[config.mk]
export PLATFORM = sky130hd
export DESIGN_NAME = reset_source_control
export DESIGN_NICKNAME = d
export VERILOG_FILES = /design/src/design/reset_source_pkg.sv /design/src/design/reset_source_control.sv
export SDC_FILE = /design/constraint.sdc
export NUM_CORES = 1
export LEC_CHECK = 0
export BUFFER_PORTS_ARGS = -buffer_cell sky130_fd_sc_hd__buf_2
export CAP_MARGIN = 20
export CELL_PAD_IN_SITES_DETAIL_PLACEMENT = 0
export CELL_PAD_IN_SITES_GLOBAL_PLACEMENT = 1
export CORE_ASPECT_RATIO = 1.1
export CORE_MARGIN = 2
export CORE_UTILIZATION = 46
export DETAILED_ROUTE_END_ITERATION = 6
export GPL_TIMING_DRIVEN = 0
export PLACE_DENSITY_LB_ADDON = 0.12
export SLEW_MARGIN = 20
export SYNTH_ARGS = -nofsm -noshare
export SYNTH_HDL_FRONTEND = slang
export SYNTH_SLANG_ARGS = --single-unit
[constraint.sdc]
create_clock -name sys_clk_i -period 5 [get_ports sys_clk_i]
set_input_delay 0.75 -clock sys_clk_i [delete_from_list [all_inputs] [get_ports sys_clk_i]]
set_output_delay 0.75 -clock sys_clk_i [all_outputs]
set_load 0.005 [all_outputs]
[src/design/reset_source_pkg.sv]
// Constants for the reset source controller.
// Assumes a single 10 MHz core clock domain.
`default_nettype none
package reset_source_pkg;
	localparam int unsigned ADDR_W = 4;
	localparam int unsigned DATA_W = 8;
	// Register offsets
	localparam logic [3:0] CAUSE_OFS = 4'h0;
	localparam logic [3:0] CTRL_OFS = 4'h1;
	localparam logic [3:0] IRQ_STAT_OFS = 4'h2;
	localparam logic [3:0] IRQ_MASK_OFS = 4'h3;
	localparam logic [3:0] CFG_OFS = 4'h4;
	// Cause register bit positions
	localparam int unsigned CAUSE_EXT = 0;
	localparam int unsigned CAUSE_POR = 1;
	localparam int unsigned CAUSE_BO = 2;
	localparam int unsigned CAUSE_WDT = 3;
	localparam int unsigned CAUSE_SW = 4;
	localparam int unsigned CAUSE_BRK = 5;
	localparam int unsigned NUM_CAUSE = 6;
	// Control register: bit0 software reset, bit1 brownout as interrupt
	localparam int unsigned CTRL_SWRST = 0;
	localparam int unsigned CTRL_BOIRQ = 1;
	// Config byte: bit0 reset pin select
	localparam int unsigned CFG_RPIN = 0;
	// Interrupt status bits
	localparam int unsigned IRQ_BO = 0;
	localparam int unsigned IRQ_W = 1;
	localparam logic [5:0] CAUSE_POR_VAL = 6'h06;
	localparam logic [DATA_W-1:0] CFG_RST = 8'h00;
	// Internal reset stretch after any source has gone
	localparam int unsigned RST_HOLD_NS = 400;
	localparam int unsigned CLK_NS = 100;
	localparam int unsigned RST_HOLD_CYC = (RST_HOLD_NS + CLK_NS - 1) / CLK_NS;
endpackage
`default_nettype wire

[src/design/reset_source_control.sv]
// Reset source controller: merges six reset sources, keeps cause flags.
// Assumes all inputs synchronous to sys_clk_i except the shared pin.
// Functional notes
// - Pin is reset when select bit set
// - Power-up always uses pin as reset
// - Only power-up overrides pin selection
// - Six reset sources enter reset
// - One sticky cause flag per source
// - Writing zero clears a cause flag
// - Power-on sets power and brownout flags only
// - Other resets keep uncleared flags
// - Config byte loaded at power-up only
// - Brownout resets, or interrupts if configured
// - Power-on flag stays until cleared
`default_nettype none
module reset_source_control
	import reset_source_pkg::*;
#(
	parameter int unsigned HOLD_CYC = RST_HOLD_CYC
) (
	input wire logic sys_clk_i,
	input wire logic rst_b_i,
	input wire logic shared_input_pin_i,
	input wire logic power_on_det_i,
	input wire logic brownout_det_i,
	input wire logic watchdog_i,
	input wire logic uart_break_i,
	input wire logic [DATA_W-1:0] user_config_byte_i,
	input wire logic [ADDR_W-1:0] addr_i,
	input wire logic [DATA_W-1:0] wdata_i,
	input wire logic wr_i,
	input wire logic rd_i,
	output logic [DATA_W-1:0] rdata_o,
	output logic sys_reset_o,
	output logic pin_data_o,
	output logic irq_o
);
	typedef enum logic [1:0] {ST_POWERUP, ST_LOAD, ST_RUN, ST_HOLD} state_type;

	state_type state_q, state_d;
	logic pin_s1_q, pin_s2_q;
	logic [DATA_W-1:0] cfg_q, cfg_d;
	logic [NUM_CAUSE-1:0] cause_q, cause_d;
	logic [1:0] ctrl_q, ctrl_d;
	logic [1:0] ists_q, ists_d;
	logic [1:0] imask_q, imask_d;
	logic [7:0] hold_q, hold_d;
	logic [DATA_W-1:0] rdata_d;
	logic rst_out_d, pin_out_d, irq_d;
	logic pin_rst_en, pin_low, bo_reset, any_src;
	logic [NUM_CAUSE-1:0] src;
	logic bo_q;

	// Pin synchroniser; first stage only feeds the second
	always_ff @(posedge sys_clk_i or negedge rst_b_i) begin
		if (!rst_b_i) begin
			pin_s1_q <= 1'b1;
			pin_s2_q <= 1'b1;
			bo_q <= 1'b0;
		end else begin
			pin_s1_q <= shared_input_pin_i;
			pin_s2_q <= pin_s1_q;
			bo_q <= brownout_det_i;
		end
	end

	always_comb begin
		// Power-up overrides the select; other resets do not
		pin_rst_en = (state_q == ST_POWERUP) || cfg_q[CFG_RPIN];
		pin_low = pin_rst_en && !pin_s2_q;
		bo_reset = brownout_det_i && !ctrl_q[CTRL_BOIRQ];
		src = '0;
		src[CAUSE_EXT] = pin_low && (state_q != ST_POWERUP);
		src[CAUSE_POR] = power_on_det_i;
		src[CAUSE_BO] = bo_reset;
		src[CAUSE_WDT] = watchdog_i;
		src[CAUSE_SW] = ctrl_q[CTRL_SWRST];
		src[CAUSE_BRK] = uart_break_i;
		any_src = |src;
	end

	// Sequencer: power-up waits for the pin, loads config, then runs
	always_comb begin
		state_d = state_q;
		hold_d = hold_q;
		unique case (state_q)
			ST_POWERUP: begin
				// A pin held low here keeps us in reset forever
				if (pin_s2_q && !power_on_det_i) begin
					state_d = ST_LOAD;
				end
			end
			ST_LOAD: begin
				state_d = ST_HOLD;
				hold_d = 8'(HOLD_CYC);
			end
			ST_RUN: begin
				if (power_on_det_i) begin
					state_d = ST_POWERUP;
				end else if (any_src) begin
					state_d = ST_HOLD;
					hold_d = 8'(HOLD_CYC);
				end
			end
			ST_HOLD: begin
				if (power_on_det_i) begin
					state_d = ST_POWERUP;
				end else if (any_src) begin
					hold_d = 8'(HOLD_CYC);
				end else if (hold_q <= 8'h01) begin
					state_d = ST_RUN;
					hold_d = 8'h00;
				end else begin
					hold_d = hold_q - 8'h01;
				end
			end
		endcase
	end

	// Registers and flags
	always_comb begin
		cfg_d = cfg_q;
		cause_d = cause_q;
		ctrl_d = ctrl_q;
		ists_d = ists_q;
		imask_d = imask_q;
		if (state_q == ST_LOAD) begin
			cfg_d = user_config_byte_i;
		end
		if (wr_i && state_q == ST_RUN) begin
			unique case (addr_i)
				CAUSE_OFS: cause_d = cause_q & wdata_i[NUM_CAUSE-1:0];
				CTRL_OFS: ctrl_d = wdata_i[1:0];
				IRQ_STAT_OFS: ists_d = ists_q & ~wdata_i[1:0];
				IRQ_MASK_OFS: imask_d = wdata_i[1:0];
				default: ;
			endcase
		end
		// Flag sets beat software clears
		if (power_on_det_i) begin
			cause_d = CAUSE_POR_VAL;
			ctrl_d = '0;
		end else if (any_src) begin
			cause_d = cause_d | src;
			ctrl_d[CTRL_SWRST] = 1'b0;
		end
		if (brownout_det_i && !bo_q && ctrl_q[CTRL_BOIRQ]) begin
			ists_d[IRQ_BO] = 1'b1;
		end
		if (watchdog_i) begin
			ists_d[IRQ_W] = 1'b1;
		end
	end

	always_comb begin
		rdata_d = '0;
		if (rd_i) begin
			unique case (addr_i)
				CAUSE_OFS: rdata_d = {2'h0, cause_q};
				CTRL_OFS: rdata_d = {6'h00, ctrl_q};
				IRQ_STAT_OFS: rdata_d = {6'h00, ists_q};
				IRQ_MASK_OFS: rdata_d = {6'h00, imask_q};
				CFG_OFS: rdata_d = cfg_q;
				default: rdata_d = '0;
			endcase
		end
		rst_out_d = (state_d != ST_RUN);
		// Pin reads high while it serves as reset
		pin_out_d = pin_rst_en ? 1'b1 : pin_s2_q;
		irq_d = |(ists_d & imask_d);
	end

	always_ff @(posedge sys_clk_i or negedge rst_b_i) begin
		if (!rst_b_i) begin
			state_q <= ST_POWERUP;
			hold_q <= 8'h00;
			cfg_q <= CFG_RST;
			cause_q <= CAUSE_POR_VAL;
			ctrl_q <= '0;
			ists_q <= '0;
			imask_q <= '0;
			rdata_o <= '0;
			sys_reset_o <= 1'b1;
			pin_data_o <= 1'b1;
			irq_o <= 1'b0;
		end else begin
			state_q <= state_d;
			hold_q <= hold_d;
			cfg_q <= cfg_d;
			cause_q <= cause_d;
			ctrl_q <= ctrl_d;
			ists_q <= ists_d;
			imask_q <= imask_d;
			rdata_o <= rdata_d;
			sys_reset_o <= rst_out_d;
			pin_data_o <= pin_out_d;
			irq_o <= irq_d;
		end
	end

	property p_por_flags;
		@(posedge sys_clk_i) disable iff (!rst_b_i)
		power_on_det_i |=> cause_q == CAUSE_POR_VAL;
	endproperty
	a_por_flags: assert property (p_por_flags) else $error("por flags");

	property p_keep_flags;
		@(posedge sys_clk_i) disable iff (!rst_b_i)
		!power_on_det_i && !wr_i |=> (cause_q & $past(cause_q)) == $past(cause_q);
	endproperty
	a_keep_flags: assert property (p_keep_flags) else $error("flag lost");

	property p_wdt_flag;
		@(posedge sys_clk_i) disable iff (!rst_b_i)
		watchdog_i && !power_on_det_i |=> cause_q[CAUSE_WDT];
	endproperty
	a_wdt_flag: assert property (p_wdt_flag) else $error("wdt flag");

	property p_clear;
		@(posedge sys_clk_i) disable iff (!rst_b_i)
		wr_i && addr_i == CAUSE_OFS && state_q == ST_RUN && !wdata_i[CAUSE_SW]
		&& !any_src && !power_on_det_i |=> !cause_q[CAUSE_SW];
	endproperty
	a_clear: assert property (p_clear) else $error("clear failed");

	property p_src_reset;
		@(posedge sys_clk_i) disable iff (!rst_b_i)
		any_src |=> sys_reset_o;
	endproperty
	a_src_reset: assert property (p_src_reset) else $error("no reset");

	property p_pin_hold;
		@(posedge sys_clk_i) disable iff (!rst_b_i)
		pin_low |=> sys_reset_o ##1 (sys_reset_o || HOLD_CYC < 2);
	endproperty
	a_pin_hold: assert property (p_pin_hold) else $error("pin hold");

	property p_pin_ignored;
		@(posedge sys_clk_i) disable iff (!rst_b_i)
		state_q != ST_POWERUP && !cfg_q[CFG_RPIN] |-> !src[CAUSE_EXT];
	endproperty
	a_pin_ignored: assert property (p_pin_ignored) else $error("pin sel");

	property p_cfg_stable;
		@(posedge sys_clk_i) disable iff (!rst_b_i)
		state_q == ST_RUN |=> cfg_q == $past(cfg_q);
	endproperty
	a_cfg_stable: assert property (p_cfg_stable) else $error("cfg moved");

	property p_bo_irq;
		@(posedge sys_clk_i) disable iff (!rst_b_i)
		brownout_det_i && ctrl_q[CTRL_BOIRQ] && !power_on_det_i
		|-> !src[CAUSE_BO];
	endproperty
	a_bo_irq: assert property (p_bo_irq) else $error("bo mode");

	// Software reset must fire once, not loop forever
	property p_sw_clr;
		@(posedge sys_clk_i) disable iff (!rst_b_i)
		ctrl_q[CTRL_SWRST] |=> !ctrl_q[CTRL_SWRST];
	endproperty
	a_sw_clr: assert property (p_sw_clr) else $error("sw stuck");

	property p_pu_reset;
		@(posedge sys_clk_i) disable iff (!rst_b_i)
		state_q == ST_POWERUP |=> sys_reset_o;
	endproperty
	a_pu_reset: assert property (p_pu_reset) else $error("pu reset");

	property p_pu_pin;
		@(posedge sys_clk_i) disable iff (!rst_b_i)
		state_q == ST_POWERUP && !pin_s2_q |=> state_q == ST_POWERUP;
	endproperty
	a_pu_pin: assert property (p_pu_pin) else $error("pu pin");

	property p_bo_set;
		@(posedge sys_clk_i) disable iff (!rst_b_i)
		brownout_det_i && !bo_q && ctrl_q[CTRL_BOIRQ] |=> ists_q[IRQ_BO];
	endproperty
	a_bo_set: assert property (p_bo_set) else $error("bo irq lost");

	property p_wdt_irq;
		@(posedge sys_clk_i) disable iff (!rst_b_i)
		watchdog_i |=> ists_q[IRQ_W];
	endproperty
	a_wdt_irq: assert property (p_wdt_irq) else $error("wdt irq");

	property p_cause_rd;
		@(posedge sys_clk_i) disable iff (!rst_b_i)
		rd_i && addr_i == CAUSE_OFS |=> rdata_o == {2'h0, $past(cause_q)};
	endproperty
	a_cause_rd: assert property (p_cause_rd) else $error("cause rd");

	// Read data stand for one cycle only
	property p_rd_idle;
		@(posedge sys_clk_i) disable iff (!rst_b_i)
		!rd_i |=> rdata_o == 8'h00;
	endproperty
	a_rd_idle: assert property (p_rd_idle) else $error("rdata stale");

	property p_ext_flag;
		@(posedge sys_clk_i) disable iff (!rst_b_i)
		src[CAUSE_EXT] && !power_on_det_i |=> cause_q[CAUSE_EXT];
	endproperty
	a_ext_flag: assert property (p_ext_flag) else $error("ext flag");

	c_run: cover property (@(posedge sys_clk_i) state_q == ST_RUN);
	c_wdt: cover property (@(posedge sys_clk_i) state_q == ST_RUN ##1 watchdog_i);
	c_irq: cover property (@(posedge sys_clk_i) irq_o);
	c_pin: cover property (@(posedge sys_clk_i) src[CAUSE_EXT]);
endmodule
`default_nettype wire

==> impl_results.rst, run 1 <==
.. list-table::
   :header-rows: 1

   * - Metric
     - Value
   * - Setup WS pre-CTS
     - 2.730 ns
   * - Detail Placement HPWL
     - 3.096 mm
   * - Effective utilization at floorplan
     - 46.93%
   * - Data arrival time at the worst-slack endpoint
     - 2.11 ns
   * - Transition at the pin with the smallest max-transition slack
     - 0.9749 ns
   * - Endpoint, Worst Hold
     - pin_s2_q$_DFF_PN1_
   * - Hold Crit Start
     - pin_s1_q$_DFF_PN1_
   * - Basic-gate share of the synthesized area counting and, or, nand and nor cells
     - 16.92%
   * - X dimension of the die
     - 66.59 µm
   * - Post-synth cell types
     - 44
   * - Remaining global-route overflow
     - 0
   * - Syn. warnings
     - 0
   * - Stage delay of the slowest cell on the critical path
     - 0.58 ns
   * - Count of boundary I/O pins
     - 40
   * - Number of setup buffers added after CTS
     - 0
   * - Die Height
     - 72.84 µm
   * - Count of nets after finishing
     - 240
   * - Total of max-cap violations
     - 0
   * - Maximum number of pins on one net before global-route repair
     - 45
   * - Final min period
     - 1.964 ns
   * - Final design utilization
     - 54.76%
   * - P&R area growth vs syn
     - 16.67%
   * - Standard cell area after detailed placement
     - 2225 µm²
   * - Maximum vdd ir drop
     - 0.0002074 V
   * - Endpoint of the worst register-to-register path
     - hold_q[5]$_DFFE_PN0P_
   * - Compound-cell area share of the yosys netlist
     - 11.99%
   * - Fill cell count
     - 396
   * - Outcome
     - finished, final reports clean
   * - Syn Inst Count
     - 167
   * - Crit path setup slack, layout
     - 3.036 ns
   * - Clk buf depth
     - 2
   * - Netlist area before placement
     - 1982 µm²
   * - CTS root buf
     - clkbuf_8
   * - Path category of the worst min-delay check
     - flip-flop to flip-flop
   * - Share of async-settable or async-resettable flops after synthesis
     - 100.0%
   * - Fin crit share
     - 39.29%
   * - Post-route cell area
     - 2312 µm²
   * - Multiplexer share of the synthesized area
     - 11.05%
   * - Cell with the biggest individual delay on the critical path
     - o31ai_2
   * - Number of nets with antenna violations after detailed routing
     - 0
   * - Adder-cell share of the synthesized area
     - 1.263%
   * - DR WL/cell
     - 15.91 µm
   * - Synth Area per Inst
     - 11.87 µm²
   * - Startpoint types
     - input port
   * - Routability Congestion
     - 0.8383
   * - Hold depth
     - 0
   * - Syn_nets
     - 198
   * - Tightest slew margin relative to the limit
     - 35.00%
   * - Top fanout value on the critical path
     - 9
   * - Leakage power
     - 1.096 nW
   * - Critical Path End Type
     - flip-flop
   * - Global-route wire length before repair
     - 6.851 mm
   * - Largest family of logic cells by synthesized area
     - simple AND/OR/NAND/NOR gates
   * - Iteration-0 DRC count of the detailed router
     - 101
   * - Sum Neg Setup Slack
     - 0 ns
   * - Final wirelength
     - 4.199 mm
   * - Antenna diodes
     - 0
   * - Count of buffers from port buffering
     - 35
   * - Final-report hold violation count
     - 0
   * - DIE AREA
     - 4850 µm²
   * - Hold bufs inserted after CTS
     - 0
   * - Overall via count from detail_route
     - 1455
   * - Setup repair after global routing missed its margin
     - false
   * - Number of sinks handled by clock tree synthesis
     - 44
   * - Source-to-sink clock delay at the later pin of the worst-skew pair
     - 0.29 ns
   * - Achievable Freq
     - 0.5091 GHz
   * - Worst R2R Start
     - hold_q[0]$_DFFE_PN0P_
   * - Clock tree from TritonCTS
     - yes
   * - Power density of the placed cells
     - 435.0 nW/µm²
   * - Logic depth of the worst register-to-register path
     - 8
   * - Flop-to-flop setup slack
     - 3.11 ns
   * - Area of the core
     - 4223 µm²
   * - Ratio of routed vias to standard cells
     - 5.511
   * - Setup-violating endpoint count in the final report
     - 0
   * - Required time of the critical path
     - 5.15 ns
   * - Final setup skew
     - 0.009489 ns
   * - Synthesis-stage register bit count
     - 44
   * - Number of iterations in the first detailed-routing pass
     - 4
   * - Post-Synth XOR/XNOR Area
     - 0%
   * - CP cell instances
     - buf_2 -> nor3_1 -> nand3_1 -> o31ai_2 -> o21ai_0
   * - Number of rows in the core area
     - 25
   * - Initial antenna violation count
     - 0
   * - Final slew viol count
     - 0
   * - Via count of the first global-routing pass
     - 1480
   * - Fraction of the yosys area taken by sequential cells
     - 55.93%
   * - Overall routing resource usage
     - 19.02%
   * - Maximum level of the CTS H-tree
     - 2
   * - Number of buffers created by CTS
     - 5
   * - Worst setup path class
     - input port to flip-flop
   * - Number of flops mapped to enable cells by yosys
     - 0
   * - Total of cells resized after clock tree synthesis
     - 0
   * - Post-detailed-route DRC marker count
     - 0
   * - Share of layout cells above drive strength 1
     - 35.71%
   * - Clock transition at path regs
     - 0.08 ns
   * - Dominant register cell in the synthesized netlist
     - dfrtp_1
==> critical path, delay by kind of cell <==
kind	cells	cell delay (ns)
AO/OA/AOI/OAI	2	0.77
buffers and inverters	1	0.12
AND/OR/NAND/NOR	2	0.46
==> routing by layer <==
layer	GRT usage, %	part of all wire, %
met1	24.03	42
met2	31.44	52
met3	4.784	4.3
met4	7.256	1.4
met5	0	0
==> synthesized netlist by cell type, drive strengths merged, types with 6 or more instances <==
library cell	n	share of area [%]
dfstp	6	8.0
o21ai	9	2.3
nor3	6	2.0
mux2	11	6.3
dfrtp	38	48
nand2	6	1.1
a21oi	9	2.3
nor2	13	2.6
inv	8	1.5
==> through the flow <==
step           std cells  hold slack [ns]  total power, mW
2_1_floorplan        167           0.3452           0.7065
3_5_place_dp         256           0.3473           0.7984
5_1_grt              264           0.3678            1.072
3_3_place_gp         256           0.3464           0.7826
6_report             264           0.3580            1.006
4_1_cts              264           0.3597            1.019
==> state kept, by name, summed over array words and instances (netlist names), 2 cells and up <==
name     count
imask_q      2
ists_q       2
hold_q       8
cause_q      6
state_q      2
cfg_q        8
ctrl_q       2
rdata_o      8
==> placed cells by master (no fill, tap or decap), drive strengths merged, types with 4 or more instances in the layout <==
cell	instances
nor3	6
nand2b	5
dfrtp	38
o21ai	9
dfstp	6
clkbuf	7
nand3	5
buf	38
nand2	6
inv	8
a22o	4
nor2	13
or3	5
a21oi	9
mux2i	5
and3	5
mux2	11
==> logic make-up after synthesis <==
group / after synthesis
AND/OR/NAND/NOR: 56
AO/OA/AOI/OAI: 34
flip-flops: 44
multiplexers: 18
buffers and inverters: 13
adder cells (fa/ha/maj): 2
==> how the worst max path moves through the flow <==
| stage | to | depth (start not counted) | from | slack (ns) |
|---|---|---|---|---|
| finish | hold_q[2]$_DFFE_PN0P_ | 5 | watchdog_i | 3.04 |
| global route | hold_q[2]$_DFFE_PN0P_ | 6 | uart_break_i | 2.93 |
| CTS | hold_q[2]$_DFFE_PN0P_ | 5 | watchdog_i | 3.05 |
| detailed placement | hold_q[2]$_DFFE_PN0P_ | 5 | watchdog_i | 2.73 |
| global placement | hold_q[2]$_DFFE_PN0P_ | 5 | uart_break_i | 2.76 |
| floorplan | irq_o$_DFF_PN0_ | 4 | addr_i[3] | 3.06 |
==> power by group <==
part / internal [mW] / total [mW] / switching (mW)
clock network: 0.0974 / 0.217 / 0.119
logic: 0.151 / 0.295 / 0.144
registers: 0.430 / 0.495 / 0.0647
total: 0.678 / 1.01 / 0.328
==> area by class of cell <==
class | count | area (µm²) | share of cell area (%)
Multi-Input combinational cell | 110 | 817.0 | 35.34
Clock buffer | 5 | 68.82 | 2.976
Buffer | 5 | 26.28 | 1.136
Timing Repair Buffer | 35 | 175.2 | 7.576
Sequential cell | 44 | 1109 | 47.94
Clock inverter | 3 | 18.77 | 0.8117
Tap cell | 54 | 67.56 | 2.922
Inverter | 8 | 30.03 | 1.299
No activity file was read; power rests on OpenSTA's default activity.
==> run 2, diff against run 1 <==
--- a/config.mk
+++ b/config.mk
@@ -5,13 +5,14 @@
 export SDC_FILE = /design/constraint.sdc
 export NUM_CORES = 1
 export LEC_CHECK = 0
+export ABC_AREA = 1
 export BUFFER_PORTS_ARGS = -buffer_cell sky130_fd_sc_hd__buf_2
 export CAP_MARGIN = 20
 export CELL_PAD_IN_SITES_DETAIL_PLACEMENT = 0
 export CELL_PAD_IN_SITES_GLOBAL_PLACEMENT = 1
 export CORE_ASPECT_RATIO = 1.1
 export CORE_MARGIN = 2
-export CORE_UTILIZATION = 46
+export CORE_UTILIZATION = 37
 export DETAILED_ROUTE_END_ITERATION = 6
 export GPL_TIMING_DRIVEN = 0
 export PLACE_DENSITY_LB_ADDON = 0.12
==> constraint.sdc (replaced) <==
create_clock -name sys_clk_i -period 1.6 [get_ports sys_clk_i]
set_input_delay 0.24 -clock sys_clk_i [delete_from_list [all_inputs] [get_ports sys_clk_i]]
set_output_delay 0.24 -clock sys_clk_i [all_outputs]
set_load 0.005 [all_outputs]
==> run 2 against run 1 <==
Against the previous run: count of clock-buffer cells in the layout did not move; global-route usage fell by 1.8 points; largest power group unchanged; first-iteration DRC count fell by 26%; worst hold slack got worse by 0.33 ns; flip-flop and latch count did not move; synthesized area rose by 3.1%; sequential power rose to 2.9 times the previous value; final area rose by 7.5%.
==> impl_results.rst, run 2 <==
.. list-table::
   :header-rows: 1

   * - Metric
     - Value
   * - Post-route cell area
     - 2486 µm² (+7.5%)
   * - Endpoint, Worst Hold
     - pin_s1_q$_DFF_PN1_
   * - Leading post-synthesis cells by instance count
     - 53 x nand2_1, 38 x dfrtp_1, 24 x nor2_1, 18 x nand3_1, 15 x inv_1
   * - Clock transition at path regs
     - 0.09 ns (about the same)
   * - Number of buffers created by CTS
     - 5 (unchanged)
   * - Maximum vdd ir drop
     - 0.0008129 V (+290%)
   * - Final-report hold violation count
     - 0 (unchanged)
   * - Overall routing resource usage
     - 17.25% (-1.8 points)
   * - Sum Neg Setup Slack
     - 0 ns (unchanged)
   * - Syn. warnings
     - 0 (unchanged)
   * - Data arrival time at the worst-slack endpoint
     - 1.72 ns (-0.39 ns)
   * - Synth Area per Inst
     - 8.884 µm² (-25%)
   * - Worst setup path class
     - flip-flop to flip-flop
   * - Number of flops mapped to enable cells by yosys
     - 0 (unchanged)
   * - Setup repair after global routing missed its margin
     - false
   * - Commonest cells after routing, fill and taps aside
     - 53 x nand2_1, 38 x dfrtp_1, 37 x buf_2, 24 x nor2_1, 18 x nand3_1
   * - Sw frac
     - 32.95% (+0.34 points)
   * - Achievable Freq
     - 0.6770 GHz
   * - CTS root buf
     - clkbuf_8
   * - Standard cell area after detailed placement
     - 2322 µm² (+4.4%)
   * - Via count of the first global-routing pass
     - 1559 (+5.3%)
   * - Most frequently used cell type in the post-synthesis netlist
     - nand2_1
   * - Final min period
     - 1.477 ns
   * - Power dissipated by switching net loads
     - 1.038 mW (+220%)
   * - Overall via count from detail_route
     - 1658 (+14%)
   * - Worst R2R Start
     - hold_q[1]$_DFFE_PN0P_
   * - Final setup skew
     - 0.004699 ns (-0.004790 ns)
   * - Power density of the placed cells
     - 1267 nW/µm² (+190%)
   * - Endpoint of the worst register-to-register path
     - hold_q[1]$_DFFE_PN0P_
   * - Count of nets after finishing
     - 308 (+28%)
   * - Top fanout value on the critical path
     - 6 (-3)
   * - Number of sinks handled by clock tree synthesis
     - 44 (unchanged)
   * - Number of iterations in the first detailed-routing pass
     - 4 (unchanged)
   * - Non-filler cells, final
     - 353 (+34%)
   * - Clk buf depth
     - 2 (unchanged)
   * - Detail Placement HPWL
     - 3.473 mm (+12%)
   * - Post-synth cell types
     - 30 (-32%)
   * - Most common cell after layout, fill and taps aside
     - nand2_1
   * - Most area-consuming cells after synthesis
     - dfrtp_1 47%, nand2_1 9.7%, dfstp_2 7.7%
   * - Cell total after placement
     - 342 (+34%)
   * - Share of layout cells above drive strength 1
     - 29.14% (-6.6 points)
   * - Global-route wire length before repair
     - 7.824 mm (+14%)
   * - Number of rows in the core area
     - 28 (+12%)
   * - Critical Path End Type
     - flip-flop
   * - Maximum number of pins on one net before global-route repair
     - 45 (unchanged)
   * - Count of boundary I/O pins
     - 40 (unchanged)
   * - Sequential group share of total power
     - 46.1% (-3.1 points)
   * - Power share of the clock group
     - 28.1% (+6.6 points)
   * - Fill cell count
     - 562 (+42%)
   * - Effective utilization at floorplan
     - 38.12% (-8.8 points)
   * - Required time of the critical path
     - 1.85 ns (-3.30 ns)
   * - Initial antenna violation count
     - 0 (unchanged)
   * - Final slew viol count
     - 0 (unchanged)
   * - Die Height
     - 81.94 µm (+12%)
   * - Number of nets with antenna violations after detailed routing
     - 0 (unchanged)
   * - DIE AREA
     - 6134 µm² (+26%)
   * - Share of async-settable or async-resettable flops after synthesis
     - 100.0% (unchanged)
   * - Flop-to-flop setup slack
     - 0.12 ns (-2.99 ns)
   * - Total of max-cap violations
     - 0 (unchanged)
   * - Final-layout worst hold slack
     - 0.02767 ns (-0.3303 ns)
   * - Area of the core
     - 5360 µm² (+27%)
   * - Setup-violating endpoint count in the final report
     - 0 (unchanged)
   * - Hold Crit Start
     - shared_input_pin_i
   * - Largest area contributor in the netlist
     - dfrtp_1
   * - P&R area growth vs syn
     - 21.68%
   * - Syn_nets
     - 261 (+32%)
   * - Total power of the final layout
     - 3.149 mW (+210%)
   * - Dominant register cell in the synthesized netlist
     - dfrtp_1
   * - Tightest slew margin relative to the limit
     - 62.45% (+27 points)
   * - Ratio of routed vias to standard cells
     - 4.697 (-15%)
   * - Cell with the biggest individual delay on the critical path
     - dfrtp_1
   * - Stage delay of the slowest cell on the critical path
     - 0.39 ns (-0.19 ns)
   * - Startpoint types
     - flip-flop
   * - Transition at the pin with the smallest max-transition slack
     - 0.5632 ns (-0.4117 ns)
   * - Final wirelength
     - 4.797 mm (+14%)
   * - Path category of the worst min-delay check
     - input port to flip-flop
   * - CP cell instances
     - inv_1 -> ha_1 -> or2_2 -> nand4_4 -> inv_2 -> nor2_1 -> nand3_1 -> nand2_1
   * - Clock tree from TritonCTS
     - yes
   * - Maximum level of the CTS H-tree
     - 2 (unchanged)
   * - Logic pwr share
     - 25.8% (-3.5 points)
   * - Count of buffers from port buffering
     - 37 (+5.7%)
   * - Synthesis-stage register bit count
     - 44 (unchanged)
   * - Routability Congestion
     - 0.7628 (-9.0%)
   * - DR WL/cell
     - 13.59 µm (-15%)
   * - Syn Inst Count
     - 230 (+38%)
   * - Hold depth
     - 1 (+1)
   * - Netlist area before placement
     - 2043 µm² (+3.1%)
   * - Outcome
     - finished, final reports clean
   * - Leakage power
     - 1.198 nW (+9.3%)
   * - Remaining global-route overflow
     - 0 (unchanged)
   * - Cell internal pwr
     - 2.111 mW (+210%)
   * - Fraction of the yosys area taken by sequential cells
     - 54.26% (-1.7 points)
   * - X dimension of the die
     - 74.86 µm (+12%)
   * - Share of the synthesized area in the top cell type
     - 46.54% (-1.4 points)
   * - Fin crit share
     - 92.32%
   * - Largest registers ranked by flip-flop count
     - cfg_q x8, hold_q x8, rdata_o x8
   * - Post-detailed-route DRC marker count
     - 0 (unchanged)
   * - Iteration-0 DRC count of the detailed router
     - 75 (-26%)
   * - Antenna diodes
     - 0 (unchanged)
   * - Logic depth of the worst register-to-register path
     - 8 (unchanged)
   * - Source-to-sink clock delay at the later pin of the worst-skew pair
     - 0.30 ns (about the same)
run 2: routing by layer:
metal	vias to the layer above	track usage [%]	wire [µm]
met5	-	0	0
met1	775	23.61	2290
met3	4	3.436	153
met4	0	5.893	68
met2	31	27.11	2284
li1	848	-	-
run 2: logic make-up after synthesis:
group / count (synthesis) / synth area share, %
muxes: 6 / 3.307
xor gates and xnor gates: 3 / 1.286
and+or+nand+nor: 119 / 27.01
AOI/OAI and AO/OA: 29 / 7.900
adders and majority gates: 2 / 1.225
DFF: 44 / 54.26
buffers and inverters: 27 / 5.021
run 2: worst max-delay path: cells and delay by family, from the launching register on:
kind / cells / cell delay (ns)
fa+ha+maj: 1 / 0.18
flops: 1 / 0.39
simple gates: 5 / 0.68
buf+inv: 2 / 0.17
run 2: cell type report:
| cell class | count | area [µm²] | area share, % |
|---|---|---|---|
| buffer | 1 | 5.005 | 0.2013 |
| clock buffer | 5 | 68.82 | 2.768 |
| clock inverter | 3 | 46.29 | 1.862 |
| inverter | 26 | 97.59 | 3.926 |
| multi-input combinational | 159 | 853.3 | 34.32 |
| sequential | 44 | 1109 | 44.59 |
| tap | 75 | 93.84 | 3.775 |
| timing repair buffer | 40 | 212.7 | 8.556 |
run 2: worst max path at each step:
stage	from	endpoint	slack, ns	cells after the start
2_1_floorplan	hold_q[0]$_DFFE_PN0P_	hold_q[3]$_DFFE_PN0P_	0.21	8
3_3_place_gp	hold_q[0]$_DFFE_PN0P_	hold_q[1]$_DFFE_PN0P_	0.02	8
3_5_place_dp	hold_q[0]$_DFFE_PN0P_	hold_q[1]$_DFFE_PN0P_	0.02	8
4_1_cts	hold_q[0]$_DFFE_PN0P_	hold_q[1]$_DFFE_PN0P_	0.03	8
5_1_grt	hold_q[1]$_DFFE_PN0P_	hold_q[5]$_DFFE_PN0P_	0.007	8
6_report	hold_q[1]$_DFFE_PN0P_	hold_q[1]$_DFFE_PN0P_	0.12	8
run 2: per-stage QoR:
step	util [%]	setup WS [ns]
2_1_floorplan	-	0.2086
3_3_place_gp	43.32	0.02411
3_5_place_dp	43.32	0.02363
4_1_cts	45.63	0.02640
5_1_grt	46.38	0.007495
6_report	46.38	0.1229
run 2: power groups by stage:
stage / clock, mW / combinational [mW] / sequential, mW
after global routing: 0.965 / 0.925 / 1.48
after floorplan: 0 / 0.550 / 1.45
final: 0.885 / 0.811 / 1.45
after global placement: 0 / 0.788 / 1.47
after detailed placement: 0 / 0.800 / 1.48
after CTS: 0.925 / 0.808 / 1.46
run 2: timing repair:
action,in CTS,in global routing
gates resized for setup,1,3
hold buffers,0,1
endpoints found under the setup margin,1,7
buffers inserted,0,2
cloned,0,0
hold endpoints to repair,0,38
